[src/include/dtt_pkg.sv]
package dtt_pkg;

  localparam int unsigned DTT_AW         = 16;
  localparam int unsigned DTT_DW         = 8;
  localparam int unsigned DTT_FIFO_DEPTH = 8;
  localparam int unsigned DTT_FIFO_W     = 16;
  localparam int unsigned DTT_CNT_W      = 4;

  // register index on the local register port
  localparam logic [3:0] DTT_OFS_CMPA_HI = 4'h0;
  localparam logic [3:0] DTT_OFS_CMPA_LO = 4'h1;
  localparam logic [3:0] DTT_OFS_CMPB_HI = 4'h2;
  localparam logic [3:0] DTT_OFS_CMPB_LO = 4'h3;
  localparam logic [3:0] DTT_OFS_FIFO_HI = 4'h4;
  localparam logic [3:0] DTT_OFS_FIFO_LO = 4'h5;
  localparam logic [3:0] DTT_OFS_CTRL    = 4'h6;
  localparam logic [3:0] DTT_OFS_TRIG    = 4'h7;
  localparam logic [3:0] DTT_OFS_STATUS  = 4'h8;

  // debug_control fields
  localparam int DTT_C_EN    = 7;
  localparam int DTT_C_ARM   = 6;
  localparam int DTT_C_TAG   = 5;
  localparam int DTT_C_BRK   = 4;
  localparam int DTT_C_RWA   = 3;
  localparam int DTT_C_RWAEN = 2;
  localparam int DTT_C_RWB   = 1;
  localparam int DTT_C_RWBEN = 0;
  // trigger_config fields
  localparam int DTT_T_SEL   = 7;
  localparam int DTT_T_BEGIN = 6;
  localparam logic [7:0] DTT_T_WMASK = 8'hCF;
  // run_status fields
  localparam int DTT_S_AF    = 7;
  localparam int DTT_S_BF    = 6;
  localparam int DTT_S_ARM_STATUS  = 5;

  localparam logic [7:0]  DTT_CTRL_RST = 8'h00;
  localparam logic [7:0]  DTT_TRIG_RST = 8'h00;
  localparam logic [15:0] DTT_CMP_RST  = 16'h0000;
  localparam logic [7:0]  DTT_ZERO8    = 8'h00;

  typedef enum logic [3:0] {
    DTT_M_A       = 4'b0000,
    DTT_M_A_OR_B  = 4'b0001,
    DTT_M_A_THEN  = 4'b0010,
    DTT_M_EV_B    = 4'b0011,
    DTT_M_A_EV_B  = 4'b0100,
    DTT_M_A_AND_D = 4'b0101,
    DTT_M_A_NOT_D = 4'b0110,
    DTT_M_INSIDE  = 4'b0111,
    DTT_M_OUTSIDE = 4'b1000
  } dtt_mode_t;

  typedef enum logic [1:0] {
    DTT_R_IDLE  = 2'b00,
    DTT_R_END   = 2'b01,
    DTT_R_WAIT  = 2'b10,
    DTT_R_STORE = 2'b11
  } dtt_run_t;

  typedef struct packed {
    logic [15:0] cmp_a;
    logic [15:0] cmp_b;
    logic [7:0]  ctrl;
    logic [7:0]  trig;
    dtt_run_t    run;
    logic        af;
    logic        bf;
    logic [3:0]  cnt;
    logic        seq_a;
    logic        brk;
    logic [7:0]  rdata;
  } dtt_state_t;

endpackage
[src/include/dtt_cmp_if.sv]
`timescale 1ns/1ps
interface dtt_cmp_if #(parameter int unsigned W = 16);
  logic [W-1:0] ref_val;
  logic [W-1:0] val;
  logic         valid;
  logic         rnw;
  logic         rw_en;
  logic         rw_val;
  logic         eq;
  logic         lt;
  logic         gt;
  modport cmp  (input ref_val, val, valid, rnw, rw_en, rw_val,
                output eq, lt, gt);
  modport user (output ref_val, val, valid, rnw, rw_en, rw_val,
                input eq, lt, gt);
endinterface

[src/hdl/dtt_comparator.sv]
`timescale 1ns/1ps
module dtt_comparator
  import dtt_pkg::*;
(
  dtt_cmp_if.cmp c
);
  logic qual;

  // r/w level only counts when its enable is set; 1 means read
  assign qual = c.valid & (~c.rw_en | (c.rnw == c.rw_val));
  assign c.eq = qual & (c.val == c.ref_val);
  assign c.lt = qual & (c.val < c.ref_val);
  assign c.gt = qual & (c.val > c.ref_val);
endmodule

[src/hdl/dtt_fifo.sv]
`timescale 1ns/1ps
module dtt_fifo
  import dtt_pkg::*;
#(
  parameter int unsigned DEPTH = DTT_FIFO_DEPTH,
  parameter int unsigned W     = DTT_FIFO_W,
  parameter int unsigned CW    = DTT_CNT_W
)(
  input  wire logic          i_mclk,
  input  wire logic          i_nrst,
  input  wire logic          i_clear,
  input  wire logic          i_push,
  input  wire logic [W-1:0]  i_data,
  input  wire logic          i_pop,
  output logic      [W-1:0]  o_head,
  output logic      [CW-1:0] o_count,
  output logic               o_full
);
  localparam int unsigned PW = $clog2(DEPTH);

  typedef struct packed {
    logic [DEPTH-1:0][W-1:0] mem;
    logic [PW-1:0]           wp;
    logic [CW-1:0]           cnt;
  } dtt_fifo_st_t;

  dtt_fifo_st_t s_q;
  dtt_fifo_st_t s_d;
  logic [PW-1:0] rp;

  assign o_full  = (s_q.cnt == CW'(DEPTH));
  assign o_count = s_q.cnt;
  assign rp      = s_q.wp - s_q.cnt[PW-1:0];
  assign o_head  = s_q.mem[rp];

  ////////////////////////////////////////////////////////////////////////
  always_comb begin
    s_d = s_q;
    if (i_clear) begin
      s_d.wp  = '0;
      s_d.cnt = '0;
    end else if (i_push) begin
      // when full the oldest word is overwritten: circular capture
      s_d.mem[s_q.wp] = i_data;
      s_d.wp          = s_q.wp + PW'(1);
      if (!o_full) begin
        s_d.cnt = s_q.cnt + CW'(1);
      end
    end else if (i_pop && s_q.cnt != '0) begin
      s_d.cnt = s_q.cnt - CW'(1);
    end
  end

  always_ff @(posedge i_mclk) begin
    if (!i_nrst) begin
      s_q <= '0;
    end else begin
      s_q <= s_d;
    end
  end
endmodule

[src/hdl/dtt_top.sv]
// Strobed register access and the address map were left to the implementer.
`timescale 1ns/1ps
// How it works
// - trigger_config always readable, writable only unarmed; bits 5:4 zero
// - type bit set: matches count only when the opcode there executes
// - begin bit 0 fills circularly until trigger; 1 trigger starts storing
// - event-only modes ignore the begin bit and always run begin traces
// - modes 0000 A, 0001 A or B, 0010 A then B, 0011 event B, 0100 A then event B
// - 0101 A with B data match, 0110 A without it; B compares data
// - 0111 inside range, 1000 outside range, 1001 to 1111 never trigger
// - match-A flag clears at run start, sets on A match while armed
// - match-B flag clears at run start, sets on B match while armed
// - arm status mirrors arm control while the module is enabled
// - run ends on full FIFO in begin trace, on trigger in end trace
// - writing 0 to arm or enable ends the run at once
// - valid count clears at start and holds words valid at run end
// - valid count holds its value while the host reads words out
// - run_status is read-only; writes change nothing
// - event modes store a byte only; the high read returns zero
// - with breaks enabled, break on trigger (end) or on full (begin)
// - module enable cannot be set while the chip is secure
module dtt_top
  import dtt_pkg::*;
(
  input  wire logic        i_mclk,
  input  wire logic        i_nrst,
  input  wire logic [3:0]  i_addr,
  input  wire logic [7:0]  i_wdata,
  input  wire logic        i_wr,
  input  wire logic        i_rd,
  output logic      [7:0]  o_rdata,
  input  wire logic        i_bus_valid,
  input  wire logic        i_bus_rnw,
  input  wire logic [15:0] i_bus_addr,
  input  wire logic [7:0]  i_bus_data,
  input  wire logic        i_exec,
  input  wire logic [15:0] i_exec_addr,
  input  wire logic        i_cof,
  input  wire logic [15:0] i_cof_addr,
  input  wire logic        i_secure,
  output logic             o_break_req,
  output logic             o_break_tag,
  output logic             o_armed
);
  dtt_state_t s_q;
  dtt_state_t s_d;

  dtt_cmp_if #(.W(DTT_AW)) ca ();
  dtt_cmp_if #(.W(DTT_AW)) cb ();

  logic        armed;
  logic        full_mode;
  logic        ev_mode;
  logic        begin_tr;
  logic        ma;
  logic        mb;
  logic        b_data;
  logic        trig;
  logic        start;
  logic        stop;
  logic        wr_ctrl;
  logic        w_en;
  logic        f_push;
  logic        f_pop;
  logic        f_full;
  logic [15:0] f_data;
  logic [15:0] f_head;
  logic [3:0]  f_count;
  logic [15:0] use_addr;
  logic        use_valid;
  dtt_mode_t   mode;

  assign mode      = dtt_mode_t'(s_q.trig[3:0]);
  assign armed     = (s_q.run != DTT_R_IDLE);
  assign full_mode = (mode == DTT_M_A_AND_D) || (mode == DTT_M_A_NOT_D);
  assign ev_mode   = (mode == DTT_M_EV_B) || (mode == DTT_M_A_EV_B);
  assign begin_tr  = s_q.trig[DTT_T_BEGIN] | ev_mode;

  ////////////////////////////////////////////////////////////////////////
  // comparators: tag type looks at executed opcodes, force at any access
  assign use_addr  = s_q.trig[DTT_T_SEL] ? i_exec_addr : i_bus_addr;
  assign use_valid = s_q.trig[DTT_T_SEL] ? i_exec : i_bus_valid;

  assign ca.ref_val = s_q.cmp_a;
  assign ca.val     = use_addr;
  assign ca.valid   = use_valid;
  assign ca.rnw     = s_q.trig[DTT_T_SEL] | i_bus_rnw;
  assign ca.rw_en   = s_q.ctrl[DTT_C_RWAEN];
  assign ca.rw_val  = s_q.ctrl[DTT_C_RWA];

  assign cb.ref_val = full_mode ? {DTT_ZERO8, s_q.cmp_b[7:0]} : s_q.cmp_b;
  assign cb.val     = full_mode ? {DTT_ZERO8, i_bus_data} : use_addr;
  assign cb.valid   = full_mode ? i_bus_valid : use_valid;
  assign cb.rnw     = full_mode ? i_bus_rnw
                                : (s_q.trig[DTT_T_SEL] | i_bus_rnw);
  assign cb.rw_en   = s_q.ctrl[DTT_C_RWBEN];
  assign cb.rw_val  = s_q.ctrl[DTT_C_RWB];

  dtt_comparator u_cmp_a (
    .c (ca.cmp)
  );
  dtt_comparator u_cmp_b (
    .c (cb.cmp)
  );

  assign ma     = ca.eq;
  assign b_data = cb.eq;
  // B ignored until A has matched in sequential modes
  assign mb = cb.eq & (((mode != DTT_M_A_THEN) && (mode != DTT_M_A_EV_B))
                       | s_q.seq_a | ma);

  ////////////////////////////////////////////////////////////////////////
  // trigger selection
  always_comb begin
    case (mode)
      DTT_M_A:       trig = ma;
      DTT_M_A_OR_B:  trig = ma | mb;
      DTT_M_A_THEN:  trig = mb;
      DTT_M_EV_B:    trig = mb;
      DTT_M_A_EV_B:  trig = mb;
      DTT_M_A_AND_D: trig = ma & b_data;
      DTT_M_A_NOT_D: trig = ma & ~b_data;
      DTT_M_INSIDE:  trig = (ca.eq | ca.gt) & (cb.eq | cb.lt);
      DTT_M_OUTSIDE: trig = ca.lt | cb.gt;
      default:       trig = 1'b0;
    endcase
  end

  ////////////////////////////////////////////////////////////////////////
  // run control
  assign wr_ctrl = i_wr && (i_addr == DTT_OFS_CTRL);
  assign w_en    = i_wdata[DTT_C_EN] & ~i_secure;
  assign start   = wr_ctrl & w_en & i_wdata[DTT_C_ARM] & ~armed;
  assign stop    = wr_ctrl & ~(w_en & i_wdata[DTT_C_ARM]);
  assign f_pop   = i_rd && (i_addr == DTT_OFS_FIFO_LO) && !armed;
  assign f_data  = ev_mode ? {DTT_ZERO8, i_bus_data} : i_cof_addr;
  always_comb begin
    case (s_q.run)
      DTT_R_END:   f_push = i_cof;
      DTT_R_STORE: f_push = (ev_mode ? mb : i_cof) & ~f_full;
      default:     f_push = 1'b0;
    endcase
  end

  dtt_fifo #(
    .DEPTH (DTT_FIFO_DEPTH),
    .W     (DTT_FIFO_W),
    .CW    (DTT_CNT_W)
  ) u_fifo (
    .i_mclk  (i_mclk),
    .i_nrst  (i_nrst),
    .i_clear (start),
    .i_push  (f_push),
    .i_data  (f_data),
    .i_pop   (f_pop),
    .o_head  (f_head),
    .o_count (f_count),
    .o_full  (f_full)
  );

  always_comb begin
    s_d     = s_q;
    s_d.brk = 1'b0;
    if (armed && ma) begin
      s_d.af    = 1'b1;
      s_d.seq_a = 1'b1;
    end
    if (armed && mb) begin
      s_d.bf = 1'b1;
    end
    case (s_q.run)
      DTT_R_END: begin
        if (trig) begin
          s_d.run = DTT_R_IDLE;
          s_d.brk = s_q.ctrl[DTT_C_BRK];
          s_d.cnt = f_count;
        end
      end
      DTT_R_WAIT: begin
        if (trig) begin
          s_d.run = DTT_R_STORE;
        end
      end
      DTT_R_STORE: begin
        if (f_full) begin
          s_d.run = DTT_R_IDLE;
          s_d.brk = s_q.ctrl[DTT_C_BRK];
          s_d.cnt = f_count;
        end
      end
      default: begin
      end
    endcase
    if (i_wr) begin
      case (i_addr)
        DTT_OFS_CMPA_HI: s_d.cmp_a[15:8] = i_wdata;
        DTT_OFS_CMPA_LO: s_d.cmp_a[7:0]  = i_wdata;
        DTT_OFS_CMPB_HI: s_d.cmp_b[15:8] = i_wdata;
        DTT_OFS_CMPB_LO: s_d.cmp_b[7:0]  = i_wdata;
        DTT_OFS_CTRL: begin
          s_d.ctrl          = i_wdata;
          s_d.ctrl[DTT_C_EN] = w_en;
        end
        DTT_OFS_TRIG: begin
          if (!armed) begin
            s_d.trig = i_wdata & DTT_T_WMASK;
          end
        end
        default: begin
        end
      endcase
    end
    if (stop && armed) begin
      s_d.run = DTT_R_IDLE;
      s_d.cnt = f_count;
    end
    if (start) begin
      s_d.af    = 1'b0;
      s_d.bf    = 1'b0;
      s_d.cnt   = '0;
      s_d.seq_a = 1'b0;
      if (ev_mode) begin
        s_d.run = DTT_R_STORE;
      end else if (s_q.trig[DTT_T_BEGIN]) begin
        s_d.run = DTT_R_WAIT;
      end else begin
        s_d.run = DTT_R_END;
      end
    end
    s_d.ctrl[DTT_C_ARM] = (s_d.run != DTT_R_IDLE);
    s_d.rdata = DTT_ZERO8;
    if (i_rd) begin
      case (i_addr)
        DTT_OFS_CMPA_HI: s_d.rdata = s_q.cmp_a[15:8];
        DTT_OFS_CMPA_LO: s_d.rdata = s_q.cmp_a[7:0];
        DTT_OFS_CMPB_HI: s_d.rdata = s_q.cmp_b[15:8];
        DTT_OFS_CMPB_LO: s_d.rdata = s_q.cmp_b[7:0];
        DTT_OFS_FIFO_HI: s_d.rdata = ev_mode ? DTT_ZERO8 : f_head[15:8];
        DTT_OFS_FIFO_LO: s_d.rdata = f_head[7:0];
        DTT_OFS_CTRL:    s_d.rdata = s_q.ctrl;
        DTT_OFS_TRIG:    s_d.rdata = s_q.trig;
        DTT_OFS_STATUS: begin
          // writes to this index fall through the write case: read-only
          s_d.rdata[DTT_S_AF]   = s_q.af;
          s_d.rdata[DTT_S_BF]   = s_q.bf;
          s_d.rdata[DTT_S_ARM_STATUS] = armed & s_q.ctrl[DTT_C_EN];
          s_d.rdata[3:0]        = s_q.cnt;
        end
        default: s_d.rdata = DTT_ZERO8;
      endcase
    end
  end

  always_ff @(posedge i_mclk) begin
    if (!i_nrst) begin
      s_q       <= '0;
      s_q.cmp_a <= DTT_CMP_RST;
      s_q.cmp_b <= DTT_CMP_RST;
      s_q.ctrl  <= DTT_CTRL_RST;
      s_q.trig  <= DTT_TRIG_RST;
      s_q.run   <= DTT_R_IDLE;
    end else begin
      s_q <= s_d;
    end
  end

  assign o_rdata     = s_q.rdata;
  assign o_break_req = s_q.brk;
  assign o_break_tag = s_q.ctrl[DTT_C_TAG];
  assign o_armed     = armed;
endmodule

[config.mk]
export PLATFORM = sky130hd
export DESIGN_NAME = dtt_top
export DESIGN_NICKNAME = d
export VERILOG_FILES = /design/src/include/dtt_pkg.sv /design/src/include/dtt_cmp_if.sv /design/src/hdl/dtt_comparator.sv /design/src/hdl/dtt_fifo.sv /design/src/hdl/dtt_top.sv
export SDC_FILE = /design/constraint.sdc
export NUM_CORES = 1
export LEC_CHECK = 0
export BUFFER_PORTS_ARGS = -buffer_cell sky130_fd_sc_hd__buf_2
export CORE_ASPECT_RATIO = 1.75
export CORE_MARGIN = 2
export CORE_UTILIZATION = 55
export DETAILED_ROUTE_END_ITERATION = 8
export PLACE_DENSITY = 0.72
export SLEW_MARGIN = 5
export SYNTH_ARGS = -nofsm -noshare
export SYNTH_HDL_FRONTEND = slang
export SYNTH_HIERARCHICAL = 1
export SYNTH_SLANG_ARGS = --single-unit
[constraint.sdc]
create_clock -name i_mclk -period 11.75 [get_ports i_mclk]
set_input_delay 0.5875 -clock i_mclk [delete_from_list [all_inputs] [get_ports i_mclk]]
set_output_delay 0.5875 -clock i_mclk [all_outputs]
set_load 0.01 [all_outputs]
==> out/results.ini <==
[timing]
rsz0062_at_grt = no
hold_viol_final = 0
fin_ws_ns = 5.51
tightest_slew_ns = 1.07
fin_crit_ns = 6.24
fmax_mhz = 160
fin_setup_tns_ns = 0
maxSlewViolCount = 0
post-route-period-util_pct = 53.1
setup_viol = 0
slew_headroom_pct = 28.5
clock_skew_ns = 0.0139

[yosys]
synth-seq-cells = 198
synth_edf_count = 0
ys_seq_area_share_pct = 35.3
netlist_area_sq_um = 11200
dominantRegCellSynth = dfxtp_1
synthesis.nets = 1357
avgSynthCellArea_sq_um = 9.04
synthCells = 1242
yosys_warnings = 6
async_flop_share_pct = 0
synth_cell_types = 75

[placement]
gp_congestion = 0.994
port_buffers = 87
pre_cts_ws_ns = 5.67
dp_hpwl_mm = 21.8

[clocking]
clock_latency_ns = 0.45
htree_levels = 4
numCtsBuffers = 17
post-cts-setup-buffers = 0
clock_sinks = 198
cts.clk_slew.worst_paths_ns = 0.07
ctsResizeCount = 0
cts_tree = done
cts-hold-fix-buffers = 0
clockBufferDepth = 2
root_buffer = clkbuf_16

[setup_path]
path_cells = xor2_1 -> nand3b_1 -> mux2_2 -> ha_1 -> nand4_1 -> nor4_1 -> and2_1 -> inv_1 -> a21oi_1 -> nand4b_1 -> a21boi_1 -> nor2b_1 -> buf_4 -> and2_1 -> nand2_1 -> a21boi_0
cp_slowest_cell = a21boi_1
worstSetupEndpointType = flip-flop
r2r_cells = 16
crit_fanout = 26
critPathLaunchType = flip-flop
r2r_slack_ns = 5.51
worstReg2RegEnd = u_fifo/s_q[22]
path_common_cell = and2_1
critical_path_class = reg2reg
required_ns = 12.10
arrival_ns = 6.59
cpPeakStageDelay_ns = 0.81
r2r_start = mode[1]

[route]
drt_iter0_drc = 489
ant_nets = 0
viasPerCell = 6.00
vias = 9042
drc = 0
avgRoutedWirePerCell_microns = 20.7
drt_first_pass_iters = 6
wirelength_mm = 31.1

[grt]
met2_usage_pct = 53.3
grt_max_degree = 95
grt.total_usage_pct = 28.7
grtUsageMet3_pct = 4.56
overflow = 0
grt.busiest_layer = met2
grt_pass1_wl_mm = 47.7
use_met1_pct = 29.4
grt_pass1_vias = 8843
antenna_found_initial = 0

[min_path]
min_path_cells = 2
hold_class = reg2reg
whs_endpoint = u_fifo/s_q[129]
min_from = u_fifo/s_q[129]

[outcome]
status = completed

[floorplanning]
dieArea_sq_um = 21600
io_pins = 88
fp-row-count = 69
core_area_sq_um = 20200
die_h_microns = 193
die_x_microns = 112
start_util_pct = 55.6

[layout]
drive_gt1_share_pct = 18.8
nFillCells = 1803
regArea_sq_um = 3960
fin_nets = 1363
layout_common_cells = nand2_1, dfxtp_1, a21boi_0, buf_2, nor2b_1
multi_input_area_sq_um = 6540
diodes = 0
area_growth_pct = 7.26
mostFrequentLayoutCell = nand2_1

[job]
cap_violations = 0

[power_and_ir_drop]
p_leak_nw = 4.39
pwr_density_cell_nw_per_um2 = 112
vdd_drop_max_uv = 104
power.total_w = 0.00134

## report_power, final
part / switching, W / internal (W)
logic: 0.0000563 / 0.0000431
clock network: 0.000268 / 0.000301
registers: 0.00000274 / 0.000673
## flip-flops by register name (all words and copies together), names as in the netlist
register	flops
ca.ref_val	16
u_fifo/s_q	131
o_break_req	1
o_break_tag	1
ca.rw_val	1
mode	4
ca.rw_en	1
o_rdata	8
cb.rw_val	1
cb.rw_en	1
s_q	29
u_fifo/o_count	4
## worst max-delay path, delay by kind of cell, from the launching register on
family	cells	cell delay, ns
mux	1	0.55
simple gates	8	2.94
buf+inv	2	0.39
xor+xnor	1	0.18
flops	1	0.56
fa+ha+maj	1	0.31
compound gates	3	1.22
## metal layers
| metal | routed length, microns | part of all wire [%] |
|---|---|---|
| met4 | 2120 | 6.8 |
| met2 | 16300 | 52 |
| met5 | 0 | 0 |
| met1 | 11500 | 37 |
| met3 | 1230 | 3.9 |
## cell families after synthesis
logic type	Yosys count	share of synthesized area (%)
buffers and inverters	151	6.47
DFF	198	35.3
AOI/OAI and AO/OA	221	14.4
adders and majority gates	38	4.37
muxes	148	17.7
xor gates and xnor gates	8	0.691
and+or+nand+nor	478	21.1
## how the worst max path moves through the flow
stage | start | endpoint
after floorplan | mode[1] | u_fifo/o_count[3]
after global placement | mode[1] | u_fifo/o_count[3]
after detailed placement | mode[1] | u_fifo/s_q[103]
after CTS | mode[1] | u_fifo/s_q[22]
after global routing | mode[1] | u_fifo/s_q[64]
final | mode[1] | u_fifo/s_q[22]
## stage by stage
step | std cells | hold WS, ns | cell area (sq um) | utilization (%)
after CTS | 1508 | 0.450 | 12000 | 59.6
after global placement | 1477 | 0.437 | 11500 | 56.8
final | 1508 | 0.454 | 12000 | 59.6
after global routing | 1508 | 0.471 | 12000 | 59.6
after floorplan | 1242 | 0.432 | 11200 | -
after detailed placement | 1477 | 0.444 | 11500 | 56.8
## cells in the mapped netlist (all sizes together) (7+ instances only)
cell type  number  area (sq um)
nand2         270          1020
and2           20           125
ha             36           450
a21boi        132           991
mux4           35           788
nor2b          65           407
buf            70           420
inv            41           154
clkbuf         40           153
dfxtp         198          3960
nor2           21          81.3
o21ai          10          50.1
nand3b          7          65.1
nand4          11          81.3
mux2i          62           621
nand3          29           150
nor3            9          61.3
mux2           51           574
nand2b          9          56.3
a21oi          27           139
## final cells by class
cell class	instances	share of cell area [%]
clock buffers	20	3.71
inverters	41	1.28
multi-input cells	893	54.3
clock inverters	11	0.966
repair buffers	97	4.26
well taps	248	2.58
flip-flops and latches	198	32.9
Power figures use the tool's default switching activity.
